==> config.mk <==
export PLATFORM = sky130hd
export DESIGN_NAME = t16wm_top
export DESIGN_NICKNAME = d
export VERILOG_FILES = /design/src/verilog/t16wm_pkg.sv /design/src/verilog/t16wm_counter.sv /design/src/verilog/t16wm_outunit.sv /design/src/verilog/t16wm_top.sv
export VERILOG_INCLUDE_DIRS = /design/src /design/src/verilog
export SDC_FILE = /design/constraint.sdc
export NUM_CORES = 1
export LEC_CHECK = 0
export BUFFER_PORTS_ARGS = -buffer_cell sky130_fd_sc_hd__buf_2
export CELL_PAD_IN_SITES_DETAIL_PLACEMENT = 0
export CELL_PAD_IN_SITES_GLOBAL_PLACEMENT = 2
export CORE_UTILIZATION = 34
export DETAILED_ROUTE_END_ITERATION = 8
export HOLD_SLACK_MARGIN = 0.15
export PLACE_DENSITY = 0.86
export SLEW_MARGIN = 20
export SYNTH_ARGS = -nofsm -noshare
export SYNTH_HDL_FRONTEND = slang
export SYNTH_SLANG_ARGS = --single-unit
==> constraint.sdc <==
create_clock -name clk -period 5 [get_ports clk]
set_clock_uncertainty 0.15 [all_clocks]
set_input_delay 1 -clock clk [delete_from_list [all_inputs] [get_ports clk]]
set_output_delay 1 -clock clk [all_outputs]
set_load 0.01 [all_outputs]
==> src/verilog/t16wm_defs.svh <==
// How it works
// RULE1 - Action field picks match action and pin source
// RULE2 - Reset clears the internal output state
// RULE3 - Nonzero action puts output state on pin
// RULE4 - Pin shows state only when direction is output
// RULE5 - Output state settable while pin disabled
// RULE6 - Action field never touches capture logic
// RULE7 - Action zero leaves output state unchanged
// RULE8 - New action acts at next match; force acts now
// RULE9 - Counting depends only on the mode field
// RULE10 - Normal mode increments and wraps to zero
// RULE11 - Normal mode sets overflow as counter hits zero
// RULE12 - Normal mode accepts counter writes any time
// RULE13 - Clear-on-match clears counter at compare A or capture
// RULE14 - Clear-on-match sets flag of TOP register
// RULE15 - Clear-on-match TOP unbuffered; missed match wraps
// RULE16 - Clear-on-match action one toggles channel A
// RULE17 - Clear-on-match sets overflow on max rollover
// RULE18 - Fast PWM counts single slope bottom to top
// RULE19 - Fast PWM set/clear on match, opposite at top; here action two sets on match and action three clears on match
// RULE20 - Fast PWM top fixed, capture, or compare A
// RULE21 - Fast PWM clears counter tick after top
// RULE22 - Software keeps register TOP at least three
// RULE23 - Fast PWM sets channel flag on match
// RULE24 - Compares buffered in PWM, direct otherwise
// RULE25 - Force updates state without flag or clear
// RULE26 - Pin driven only when direction bit is one
`ifndef T16WM_DEFS_SVH
`define T16WM_DEFS_SVH

`define T16WM_ADDR_CTRL 5'h00
`define T16WM_ADDR_FORCE 5'h04
`define T16WM_ADDR_COUNT 5'h08
`define T16WM_ADDR_CMP_A 5'h0c
`define T16WM_ADDR_CMP_B 5'h10
`define T16WM_ADDR_CAPTURE 5'h14
`define T16WM_ADDR_FLAGS 5'h18
`define T16WM_ADDR_PIN 5'h1c

`define T16WM_CTRL_MODE_MSB 3
`define T16WM_CTRL_MODE_LSB 0
`define T16WM_CTRL_ACT_A_MSB 5
`define T16WM_CTRL_ACT_A_LSB 4
`define T16WM_CTRL_ACT_B_MSB 7
`define T16WM_CTRL_ACT_B_LSB 6

`define T16WM_FORCE_A_BIT 0
`define T16WM_FORCE_B_BIT 1

`define T16WM_FLAG_OVF_BIT 0
`define T16WM_FLAG_CMP_A_BIT 1
`define T16WM_FLAG_CMP_B_BIT 2
`define T16WM_FLAG_CAP_BIT 3

`define T16WM_PIN_PORT_A_BIT 0
`define T16WM_PIN_PORT_B_BIT 1
`define T16WM_PIN_DIR_A_BIT 2
`define T16WM_PIN_DIR_B_BIT 3
`define T16WM_PIN_STATE_A_BIT 4
`define T16WM_PIN_STATE_B_BIT 5

`define T16WM_MODE_NORMAL 4'h0
`define T16WM_MODE_CTC_A 4'h4
`define T16WM_MODE_FPWM8 4'h5
`define T16WM_MODE_FPWM9 4'h6
`define T16WM_MODE_FPWM10 4'h7
`define T16WM_MODE_CTC_CAP 4'hc
`define T16WM_MODE_FPWM_CAP 4'he
`define T16WM_MODE_FPWM_A 4'hf

`define T16WM_TOP_8BIT 16'h00ff
`define T16WM_TOP_9BIT 16'h01ff
`define T16WM_TOP_10BIT 16'h03ff
`define T16WM_MAX 16'hffff
`define T16WM_BOTTOM 16'h0000

`define T16WM_ACT_NONE 2'h0
`define T16WM_ACT_TOGGLE 2'h1
`define T16WM_ACT_CLEAR 2'h2
`define T16WM_ACT_SET 2'h3

`define T16WM_RESET_STATE 1'b0

`endif

==> src/verilog/t16wm_pkg.sv <==
`include "t16wm_defs.svh"
package t16wm_pkg;

typedef enum logic [1:0] {
    T16WM_CLS_NORMAL,
    T16WM_CLS_CTC,
    T16WM_CLS_FPWM,
    T16WM_CLS_OTHER
} t16wm_class_type;

function automatic t16wm_class_type t16wm_mode_class(input logic [3:0] mode);
    t16wm_class_type cls;
    cls = T16WM_CLS_OTHER;
    unique case (mode)
        `T16WM_MODE_NORMAL: cls = T16WM_CLS_NORMAL;
        `T16WM_MODE_CTC_A, `T16WM_MODE_CTC_CAP: cls = T16WM_CLS_CTC;
        `T16WM_MODE_FPWM8, `T16WM_MODE_FPWM9, `T16WM_MODE_FPWM10,
        `T16WM_MODE_FPWM_CAP, `T16WM_MODE_FPWM_A: cls = T16WM_CLS_FPWM;
        default: cls = T16WM_CLS_OTHER;
    endcase
    return cls;
endfunction

function automatic logic [15:0] t16wm_merge16(input logic [15:0] old_v,
    input logic [15:0] new_v, input logic [1:0] be);
    logic [15:0] res;
    res = old_v;
    if (be[0])
    begin
        res[7:0] = new_v[7:0];
    end
    if (be[1])
    begin
        res[15:8] = new_v[15:8];
    end
    return res;
endfunction

endpackage

==> src/verilog/t16wm_counter.sv <==
`timescale 1ns/1ps
`default_nettype none
`include "t16wm_defs.svh"
module t16wm_counter (
    input wire logic clk,
    input wire logic rst,
    input wire logic tick,
    input wire logic [3:0] mode,
    input wire logic cnt_load,
    input wire logic [15:0] cnt_wdata,
    input wire logic [15:0] ocr_a,
    input wire logic [15:0] capture,
    output logic [15:0] cnt,
    output logic blocked,
    output logic top_hit,
    output logic ovf_evt
);
    t16wm_pkg::t16wm_class_type cls;
    logic [15:0] cnt_r;
    logic [15:0] cnt_nxt;
    logic [15:0] top_value;
    logic block_r;

    assign cls = t16wm_pkg::t16wm_mode_class(mode); // RULE9
    assign cnt = cnt_r;
    assign blocked = block_r;

    always_comb
    begin
        unique case (mode)
            `T16WM_MODE_FPWM8: top_value = `T16WM_TOP_8BIT; // RULE20
            `T16WM_MODE_FPWM9: top_value = `T16WM_TOP_9BIT; // RULE20
            `T16WM_MODE_FPWM10: top_value = `T16WM_TOP_10BIT; // RULE20
            `T16WM_MODE_CTC_A, `T16WM_MODE_FPWM_A: top_value = ocr_a; // RULE13
            `T16WM_MODE_CTC_CAP, `T16WM_MODE_FPWM_CAP: top_value = capture;
            default: top_value = `T16WM_MAX;
        endcase
    end

    // Equality only: a TOP written below the count is missed
    always_comb
    begin
        top_hit = tick && !block_r && cnt_r == top_value && // RULE15
            (cls == t16wm_pkg::T16WM_CLS_CTC ||
            cls == t16wm_pkg::T16WM_CLS_FPWM);
        ovf_evt = tick && (cnt_r == `T16WM_MAX || // RULE11 RULE17
            (cls == t16wm_pkg::T16WM_CLS_FPWM && top_hit));
        if (top_hit)
        begin
            cnt_nxt = `T16WM_BOTTOM; // RULE13 RULE18 RULE21
        end
        else
        begin
            cnt_nxt = cnt_r + 16'h0001; // RULE10
        end
    end

    always_ff @(posedge clk or posedge rst)
    begin
        if (rst)
        begin
            cnt_r <= `T16WM_BOTTOM;
        end
        else if (cnt_load)
        begin
            cnt_r <= cnt_wdata; // RULE12
        end
        else if (tick)
        begin
            cnt_r <= cnt_nxt;
        end
    end

    // A counter write masks matches for one timer tick
    always_ff @(posedge clk or posedge rst)
    begin
        if (rst)
        begin
            block_r <= 1'b0;
        end
        else if (cnt_load)
        begin
            block_r <= 1'b1;
        end
        else if (tick)
        begin
            block_r <= 1'b0;
        end
    end
endmodule
`default_nettype wire

==> src/verilog/t16wm_outunit.sv <==
`timescale 1ns/1ps
`default_nettype none
`include "t16wm_defs.svh"
module t16wm_outunit (
    input wire logic clk,
    input wire logic rst,
    input wire logic [1:0] action,
    input wire t16wm_pkg::t16wm_class_type cls,
    input wire logic toggle_ok,
    input wire logic match,
    input wire logic top_evt,
    input wire logic force_strobe,
    output logic state
);
    logic state_r;
    logic state_nxt;
    logic non_pwm;

    assign state = state_r;
    assign non_pwm = cls == t16wm_pkg::T16WM_CLS_NORMAL ||
        cls == t16wm_pkg::T16WM_CLS_CTC;

    always_comb
    begin
        state_nxt = state_r;
        if (non_pwm && (match || force_strobe)) // RULE8 RULE25
        begin
            unique case (action) // RULE1
                `T16WM_ACT_NONE: state_nxt = state_r; // RULE7
                `T16WM_ACT_TOGGLE: state_nxt = !state_r; // RULE16
                `T16WM_ACT_CLEAR: state_nxt = 1'b0;
                `T16WM_ACT_SET: state_nxt = 1'b1;
            endcase
        end
        else if (cls == t16wm_pkg::T16WM_CLS_FPWM)
        begin
            // Match wins over TOP so compare equal to TOP holds steady
            unique case (action)
                `T16WM_ACT_NONE: state_nxt = state_r; // RULE7
                `T16WM_ACT_TOGGLE:
                    state_nxt = (toggle_ok && match) ? !state_r : state_r;
                `T16WM_ACT_CLEAR:
                    state_nxt = match || (!top_evt && state_r); // RULE19
                `T16WM_ACT_SET:
                    state_nxt = !match && (top_evt || state_r); // RULE19
            endcase
        end
    end

    always_ff @(posedge clk or posedge rst)
    begin
        if (rst)
        begin
            state_r <= `T16WM_RESET_STATE; // RULE2
        end
        else
        begin
            state_r <= state_nxt;
        end
    end
endmodule
`default_nettype wire

==> src/verilog/t16wm_top.sv <==
// Chosen here: the Avalon-MM interface to the registers and the placing of the registers.
`timescale 1ns/1ps
`default_nettype none
`include "t16wm_defs.svh"
module t16wm_top (
    input wire logic clk,
    input wire logic rst,
    input wire logic timer_tick,
    input wire logic [4:0] avs_address,
    input wire logic avs_read,
    input wire logic avs_write,
    input wire logic [31:0] avs_writedata,
    input wire logic [3:0] avs_byteenable,
    output logic [31:0] avs_readdata,
    output logic avs_waitrequest,
    output logic pin_a_out,
    output logic pin_a_oe,
    output logic pin_b_out,
    output logic pin_b_oe
);
    logic waitreq_r;
    logic [31:0] readdata_r;
    logic [31:0] rd_mux;
    logic do_wr;
    logic [3:0] mode_r;
    logic [1:0] act_a_r;
    logic [1:0] act_b_r;
    logic [15:0] buf_a_r;
    logic [15:0] buf_b_r;
    logic [15:0] eff_a_r;
    logic [15:0] eff_b_r;
    logic [15:0] capture_r;
    logic [3:0] flags_r;
    logic [3:0] flags_set;
    logic [3:0] flags_clr;
    logic port_a_r;
    logic port_b_r;
    logic dir_a_r;
    logic dir_b_r;
    logic pin_a_out_r;
    logic pin_a_oe_r;
    logic pin_b_out_r;
    logic pin_b_oe_r;
    logic [15:0] cnt;
    logic blocked;
    logic top_hit;
    logic ovf_evt;
    logic cnt_load;
    logic match_a;
    logic match_b;
    logic force_a;
    logic force_b;
    logic state_a;
    logic state_b;
    logic buffered;
    logic wr_ctrl;
    logic wr_cmp_a;
    logic wr_cmp_b;
    t16wm_pkg::t16wm_class_type cls;

    assign avs_waitrequest = waitreq_r;
    assign avs_readdata = readdata_r;
    assign pin_a_out = pin_a_out_r;
    assign pin_a_oe = pin_a_oe_r;
    assign pin_b_out = pin_b_out_r;
    assign pin_b_oe = pin_b_oe_r;

    // Request is taken on the edge where waitrequest is seen low
    assign do_wr = avs_write && !waitreq_r;
    assign wr_ctrl = do_wr && avs_address == `T16WM_ADDR_CTRL &&
        avs_byteenable[0];
    assign wr_cmp_a = do_wr && avs_address == `T16WM_ADDR_CMP_A &&
        |avs_byteenable[1:0];
    assign wr_cmp_b = do_wr && avs_address == `T16WM_ADDR_CMP_B &&
        |avs_byteenable[1:0];
    assign cnt_load = do_wr && avs_address == `T16WM_ADDR_COUNT &&
        |avs_byteenable[1:0];

    assign cls = t16wm_pkg::t16wm_mode_class(mode_r);
    assign buffered = cls == t16wm_pkg::T16WM_CLS_FPWM ||
        cls == t16wm_pkg::T16WM_CLS_OTHER;

    always_ff @(posedge clk or posedge rst)
    begin
        if (rst)
        begin
            waitreq_r <= 1'b1;
        end
        else if (waitreq_r && (avs_read || avs_write))
        begin
            waitreq_r <= 1'b0;
        end
        else
        begin
            waitreq_r <= 1'b1;
        end
    end

    always_comb
    begin
        rd_mux = 32'h0000_0000;
        unique case (avs_address)
            `T16WM_ADDR_CTRL:
                rd_mux[7:0] = {act_b_r, act_a_r, mode_r};
            `T16WM_ADDR_COUNT: rd_mux[15:0] = cnt;
            `T16WM_ADDR_CMP_A: rd_mux[15:0] = buf_a_r;
            `T16WM_ADDR_CMP_B: rd_mux[15:0] = buf_b_r;
            `T16WM_ADDR_CAPTURE: rd_mux[15:0] = capture_r;
            `T16WM_ADDR_FLAGS: rd_mux[3:0] = flags_r;
            `T16WM_ADDR_PIN:
                rd_mux[5:0] = {state_b, state_a, dir_b_r, dir_a_r,
                    port_b_r, port_a_r};
            default: rd_mux = 32'h0000_0000;
        endcase
    end

    // Read data is latched once and stands while waitrequest is low
    always_ff @(posedge clk or posedge rst)
    begin
        if (rst)
        begin
            readdata_r <= 32'h0000_0000;
        end
        else if (waitreq_r && avs_read)
        begin
            readdata_r <= rd_mux;
        end
    end

    always_ff @(posedge clk or posedge rst)
    begin
        if (rst)
        begin
            mode_r <= `T16WM_MODE_NORMAL;
            act_a_r <= `T16WM_ACT_NONE;
            act_b_r <= `T16WM_ACT_NONE;
        end
        else if (wr_ctrl)
        begin
            mode_r <= avs_writedata[`T16WM_CTRL_MODE_MSB:`T16WM_CTRL_MODE_LSB];
            act_a_r <=
                avs_writedata[`T16WM_CTRL_ACT_A_MSB:`T16WM_CTRL_ACT_A_LSB];
            act_b_r <=
                avs_writedata[`T16WM_CTRL_ACT_B_MSB:`T16WM_CTRL_ACT_B_LSB];
        end
    end

    // Capture register is plain storage; action bits never reach it
    always_ff @(posedge clk or posedge rst)
    begin
        if (rst)
        begin
            capture_r <= `T16WM_BOTTOM;
        end
        else if (do_wr && avs_address == `T16WM_ADDR_CAPTURE &&
            |avs_byteenable[1:0])
        begin
            capture_r <= t16wm_pkg::t16wm_merge16(capture_r, // RULE6 RULE15
                avs_writedata[15:0], avs_byteenable[1:0]);
        end
    end

    always_ff @(posedge clk or posedge rst)
    begin
        if (rst)
        begin
            buf_a_r <= `T16WM_BOTTOM;
            buf_b_r <= `T16WM_BOTTOM;
        end
        else
        begin
            if (wr_cmp_a)
            begin
                buf_a_r <= t16wm_pkg::t16wm_merge16(buf_a_r,
                    avs_writedata[15:0], avs_byteenable[1:0]);
            end
            if (wr_cmp_b)
            begin
                buf_b_r <= t16wm_pkg::t16wm_merge16(buf_b_r,
                    avs_writedata[15:0], avs_byteenable[1:0]);
            end
        end
    end

    // PWM copies the buffer at TOP to avoid odd-length pulses
    always_ff @(posedge clk or posedge rst)
    begin
        if (rst)
        begin
            eff_a_r <= `T16WM_BOTTOM;
            eff_b_r <= `T16WM_BOTTOM;
        end
        else if (buffered)
        begin
            if (top_hit)
            begin
                eff_a_r <= buf_a_r; // RULE24
                eff_b_r <= buf_b_r; // RULE24
            end
        end
        else
        begin
            if (wr_cmp_a)
            begin
                eff_a_r <= t16wm_pkg::t16wm_merge16(buf_a_r, // RULE24
                    avs_writedata[15:0], avs_byteenable[1:0]);
            end
            if (wr_cmp_b)
            begin
                eff_b_r <= t16wm_pkg::t16wm_merge16(buf_b_r, // RULE24
                    avs_writedata[15:0], avs_byteenable[1:0]);
            end
        end
    end

    t16wm_counter u_counter (
        .clk(clk),
        .rst(rst),
        .tick(timer_tick),
        .mode(mode_r),
        .cnt_load(cnt_load),
        .cnt_wdata(t16wm_pkg::t16wm_merge16(cnt, avs_writedata[15:0],
            avs_byteenable[1:0])),
        .ocr_a(eff_a_r),
        .capture(capture_r),
        .cnt(cnt),
        .blocked(blocked),
        .top_hit(top_hit),
        .ovf_evt(ovf_evt)
    );

    assign match_a = timer_tick && !blocked && cnt == eff_a_r;
    assign match_b = timer_tick && !blocked && cnt == eff_b_r; // RULE23
    // Force is honoured only outside PWM and may run with pin disabled
    assign force_a = do_wr && avs_address == `T16WM_ADDR_FORCE && // RULE5
        avs_byteenable[0] && avs_writedata[`T16WM_FORCE_A_BIT] && !buffered;
    assign force_b = do_wr && avs_address == `T16WM_ADDR_FORCE &&
        avs_byteenable[0] && avs_writedata[`T16WM_FORCE_B_BIT] && !buffered;

    t16wm_outunit u_out_a (
        .clk(clk),
        .rst(rst),
        .action(act_a_r),
        .cls(cls),
        .toggle_ok(mode_r == `T16WM_MODE_FPWM_A),
        .match(match_a),
        .top_evt(top_hit),
        .force_strobe(force_a),
        .state(state_a)
    );

    t16wm_outunit u_out_b (
        .clk(clk),
        .rst(rst),
        .action(act_b_r),
        .cls(cls),
        .toggle_ok(1'b0),
        .match(match_b),
        .top_evt(top_hit),
        .force_strobe(force_b),
        .state(state_b)
    );

    // Force never sets flags; only true matches and overflows do
    always_comb
    begin
        flags_set = 4'h0;
        flags_set[`T16WM_FLAG_OVF_BIT] = ovf_evt; // RULE11 RULE17
        flags_set[`T16WM_FLAG_CMP_A_BIT] = match_a; // RULE14 RULE25
        flags_set[`T16WM_FLAG_CMP_B_BIT] = match_b; // RULE23
        flags_set[`T16WM_FLAG_CAP_BIT] = top_hit && // RULE14
            (mode_r == `T16WM_MODE_CTC_CAP ||
            mode_r == `T16WM_MODE_FPWM_CAP);
        flags_clr = 4'h0;
        if (do_wr && avs_address == `T16WM_ADDR_FLAGS && avs_byteenable[0])
        begin
            flags_clr = avs_writedata[3:0];
        end
    end

    // Set beats a same-cycle clear so no event is lost
    always_ff @(posedge clk or posedge rst)
    begin
        if (rst)
        begin
            flags_r <= 4'h0;
        end
        else
        begin
            flags_r <= (flags_r & ~flags_clr) | flags_set;
        end
    end

    always_ff @(posedge clk or posedge rst)
    begin
        if (rst)
        begin
            port_a_r <= 1'b0;
            port_b_r <= 1'b0;
            dir_a_r <= 1'b0;
            dir_b_r <= 1'b0;
        end
        else if (do_wr && avs_address == `T16WM_ADDR_PIN && avs_byteenable[0])
        begin
            port_a_r <= avs_writedata[`T16WM_PIN_PORT_A_BIT];
            port_b_r <= avs_writedata[`T16WM_PIN_PORT_B_BIT];
            dir_a_r <= avs_writedata[`T16WM_PIN_DIR_A_BIT];
            dir_b_r <= avs_writedata[`T16WM_PIN_DIR_B_BIT];
        end
    end

    // Pin source swaps as soon as action goes nonzero
    always_ff @(posedge clk or posedge rst)
    begin
        if (rst)
        begin
            pin_a_out_r <= 1'b0;
            pin_b_out_r <= 1'b0;
            pin_a_oe_r <= 1'b0;
            pin_b_oe_r <= 1'b0;
        end
        else
        begin
            pin_a_out_r <= (|act_a_r) ? state_a : port_a_r; // RULE3
            pin_b_out_r <= (|act_b_r) ? state_b : port_b_r; // RULE1
            pin_a_oe_r <= dir_a_r; // RULE4 RULE26
            pin_b_oe_r <= dir_b_r; // RULE26
        end
    end

    normal_ovf_a: assert property (@(posedge clk) disable iff (rst) // RULE11
        timer_tick && mode_r == `T16WM_MODE_NORMAL && cnt == `T16WM_MAX &&
        !cnt_load |=> flags_r[`T16WM_FLAG_OVF_BIT] && cnt == `T16WM_BOTTOM)
        else $error("overflow not set on wrap");

    normal_count_a: assert property (@(posedge clk) disable iff (rst) // RULE10
        timer_tick && mode_r == `T16WM_MODE_NORMAL && !cnt_load
        |=> cnt == $past(cnt) + 16'h0001)
        else $error("normal mode did not increment");

    ctc_clear_a: assert property (@(posedge clk) disable iff (rst) // RULE13
        timer_tick && !blocked && mode_r == `T16WM_MODE_CTC_A &&
        cnt == eff_a_r && !cnt_load |=> cnt == `T16WM_BOTTOM ##0
        flags_r[`T16WM_FLAG_CMP_A_BIT])
        else $error("clear on match A failed");

    ctc_toggle_a: assert property (@(posedge clk) disable iff (rst) // RULE16
        match_a && cls == t16wm_pkg::T16WM_CLS_CTC &&
        act_a_r == `T16WM_ACT_TOGGLE |=> state_a != $past(state_a))
        else $error("channel A did not toggle");

    action_hold_a: assert property (@(posedge clk) disable iff (rst) // RULE7
        act_a_r == `T16WM_ACT_NONE |=> $stable(state_a))
        else $error("state moved with action zero");

    pin_override_a: assert property (@(posedge clk) disable iff (rst) // RULE3
        act_a_r != `T16WM_ACT_NONE ##1 1'b1
        |-> pin_a_out == $past(state_a))
        else $error("pin not driven from state");

    pin_dir_a: assert property (@(posedge clk) disable iff (rst) // RULE26
        !dir_a_r ##1 !dir_a_r |-> !pin_a_oe)
        else $error("pin enabled with direction input");

    fpwm_top_a: assert property (@(posedge clk) disable iff (rst) // RULE19
        top_hit && !match_a && cls == t16wm_pkg::T16WM_CLS_FPWM &&
        act_a_r == `T16WM_ACT_CLEAR |=> !state_a)
        else $error("non-inverting output not cleared at top");

    fpwm_restart_a: assert property (@(posedge clk) disable iff (rst) // RULE21
        top_hit && cls == t16wm_pkg::T16WM_CLS_FPWM && !cnt_load
        |=> cnt == `T16WM_BOTTOM && flags_r[`T16WM_FLAG_OVF_BIT])
        else $error("fast PWM did not restart at bottom");

    cmp_buffer_a: assert property (@(posedge clk) disable iff (rst) // RULE24
        buffered && !top_hit |=> eff_a_r == $past(eff_a_r))
        else $error("buffered compare changed off top");
endmodule
`default_nettype wire
==> impl_metrics.tcl <==
set metrics [dict create \
    outcome "completed" \
    path_max_fanout 25 \
    synthDistinctLibCells 73 \
    hold_path_class "reg2reg" \
    grt_max_degree 111 \
    p_seq_frac 0.397 \
    synthFlopType "dfrtp_1" \
    final-hold-violation-count 0 \
    yosys-top-cells-count "nand2_1 (140), dfrtp_1 (135), mux2_2 (79)" \
    grt_overflow 0 \
    die_h_um 158 \
    synth_area_per_cell_sq_um 9.53 \
    htreeDepth 4 \
    holdBufCountCts 0 \
    p_comb_frac 0.214 \
    numClockSinks 136 \
    cts.reportedPaths.clkPinSlew_ps 60 \
    area_growth_pct 12.7 \
    required_ps 5160 \
    start_util 0.350 \
    grt.total_usage 0.217 \
    routed.top_layer "met4" \
    portBuffers 48 \
    crit_path_end_kind "flip-flop" \
    reg2reg_depth 9 \
    setup_tns_ps 0 \
    route.met2.wl_mm 11.9 \
    crit_buf_inv 1 \
    async_flop_share 1.00 \
    cts-root-buf "clkbuf_16" \
    cp.depth 9 \
    swShare 0.316 \
    p_int_mw 2.34 \
    cts_buffer_depth 2 \
    antenna_found_initial 0 \
    crit_path_end "eff_b_r[14]" \
    critPathTopFamily "compound AO/OA/AOI/OAI gates" \
    crit_type "reg2reg" \
    rsz0062_at_grt "false" \
    wirelength_mm 25.9 \
    p_leak_nw 4.41 \
    dp_hpwl_mm 18.9 \
    tightest_slew_ps 1040 \
    clock_power_share 0.389 \
    num_rows 56 \
    wl_per_cell_um 21.2 \
    p_sw_mw 1.08 \
    dr_wl_met3_mm 1.69 \
    slew_viol_final 0 \
    vias 6860 \
    grt_pass1_wl_mm 39.8 \
    power_per_cell_area_nw_per_um2 366 \
    yosysSeqAreaShare 0.409 \
    yosys_register_bits 136 \
    cpMaxStageDelayCell "o21a_1" \
    crit_start "mode_r[3]" \
    tritoncts "built" \
    core_sq_um 23800 \
    maxSlewHeadroom 0.301 \
    synth_top_area_cell "dfrtp_1" \
    synth.most_common_cell "nand2_1" \
    fin_util 0.395 \
    post-cts-setup-buffers 0 \
    timing.final.ws_setup_ps 786 \
    synth_area_leaders "dfrtp_1 (41%), mux2_2 (11%), nand2_1 (6.3%)" \
    drive_above_1_share 0.227 \
    final_nets 945 \
    fin_crit_sh 0.843 \
    clk_latency_ps 430 \
    grt_pass1_vias 6623 \
    cts_resized 0 \
    detail-route-antenna-nets 0 \
    rrSetupSlack_ps 790 \
    place_ws_ps 789 \
    synth_cells 872 \
    finalSetupViolCount 0 \
    worstPathArrival_ps 4370 \
    critPathLaunchType "flip-flop" \
    die_w_um 158 \
    drc_errors 0 \
    hold_path_depth 0 \
    io-pin-count 83 \
    die_area_sq_um 25100 \
    crit_chain "buf_4, nor3b_1, o31a_1, nor4_1, a211o_1, and4_1, nand2_4, o21a_1, mux2_2" \
    power_mw 3.43 \
    reg2reg_to "eff_b_r[14]" \
    fin_cells 1224 \
    viasPerCell 5.60 \
    fin_crit_ps 4210 \
    met1Wirelength_mm 11.9 \
    drtIter0Drc 405 \
    irDropWorstVdd_v 0.000189 \
    netlist_area_sq_um 8310 \
    firstDrtPassIters 5 \
    synth_edf_count 0 \
    cts_buffers 17 \
    place_area_sq_um 8750 \
    fmax_mhz 237 \
    diodes 0 \
    maxCapViolCount 0 \
    ys_warn_count 0 \
    worst_path_largest_cell_delay_ps 820 \
    yosys.area.top_type_share 0.406 \
    gp_congestion 0.862 \
    r2r_start "mode_r[3]" \
    stdcell_area_sq_um 9370 \
    hold_slack_ps 255 \
    dp.cells 1193 \
]
## power groups by stage
stage / clock network, mW / logic (mW) / registers, mW
floorplan: 0 / 0.604 / 1.26
global placement: 0 / 0.726 / 1.37
detailed placement: 0 / 0.730 / 1.38
CTS: 1.35 / 0.733 / 1.36
global route: 1.39 / 0.808 / 1.37
finish: 1.33 / 0.734 / 1.36
## kinds of logic (layout without fill, tap and decap cells)
family | after synthesis | count (layout) | synth area share
flip-flops | 136 | 136 | 0.409
adder cells (fa/ha/maj) | 6 | 6 | 0.00903
AND/OR/NAND/NOR | 323 | 323 | 0.195
other | 1 | 16 | 0.000451
AO/OA/AOI/OAI | 165 | 165 | 0.145
buffers and inverters | 95 | 113 | 0.0551
multiplexers | 97 | 97 | 0.135
XOR/XNOR | 49 | 49 | 0.0516
## worst reg2reg max path: stages, from the launching register on
cell and delay (ps):
dfrtp_1 810, buf_4 340, nor3b_1 450, o31a_1 210, nor4_1 40, a211o_1 310, and4_1 240, nand2_4 290
o21a_1 830, mux2_2 420
## registers in the layout (all words and copies together) (netlist names), 2 cells and up
name,cells
eff_a_r,16
buf_b_r,16
buf_a_r,16
eff_b_r,16
u_counter.cnt,16
act_a_r,2
avs_readdata,16
mode_r,4
flags_r,4
act_b_r,2
capture_r,16
## worst min path at each step
stage / slack (ps) / start / to
2_1_floorplan: 220 / dir_b_r / pin_b_oe
3_3_place_gp: 240 / dir_b_r / pin_b_oe
3_5_place_dp: 240 / dir_b_r / pin_b_oe
4_1_cts: 250 / dir_b_r / pin_b_oe
5_1_grt: 260 / dir_b_r / pin_b_oe
6_report: 250 / dir_b_r / pin_b_oe
## final cells by class
type / count / area, sq um
flip-flops and latches: 136 / 3400
clock inverters: 6 / 111
fillers: 2369 / 14400
multi-input cells: 656 / 4510
repair buffers: 66 / 375
well taps: 319 / 399
clock buffers: 25 / 505
inverters: 16 / 67.6
## routing by layer
metal | global-route usage | up-vias
met1 | 0.298 | 3419
met4 | 0.0710 | 0
met2 | 0.341 | 221
met5 | 0 | -
met3 | 0.0422 | 27
li1 | - | 3193
## cells in the final DEF (no fill, tap or decap), types with 5 or more instances in the layout
master     synthesis  routed
mux2i_1            8       8
buf_4             17      18
o211ai_1           5       5
and3_1             7       7
a31oi_1           13      13
clkbuf_8           0       5
nor3_1            18      18
nand3_1           27      27
xor2_1            26      26
nand4_1           12      12
nor4_1            15      15
nor2b_1            5       5
nand2_1          140     140
a22oi_1           25      25
inv_1             16      15
xnor2_1           23      23
a21oi_1           23      23
o21ai_0           29      29
a22o_1            14      14
or3_1              6       6
mux2_4            10      10
conb_1             1      16
nor2_1            35      35
clkbuf_16          0      17
o21a_1             5       5
mux2_2            79      79
ha_1               6       6
nor3b_1            6       6
buf_2              5      48
dfrtp_1          135     135
or2_2              8       8
and4b_1            5       5
and2_1             8       8
(Power assumes the default switching activity.)
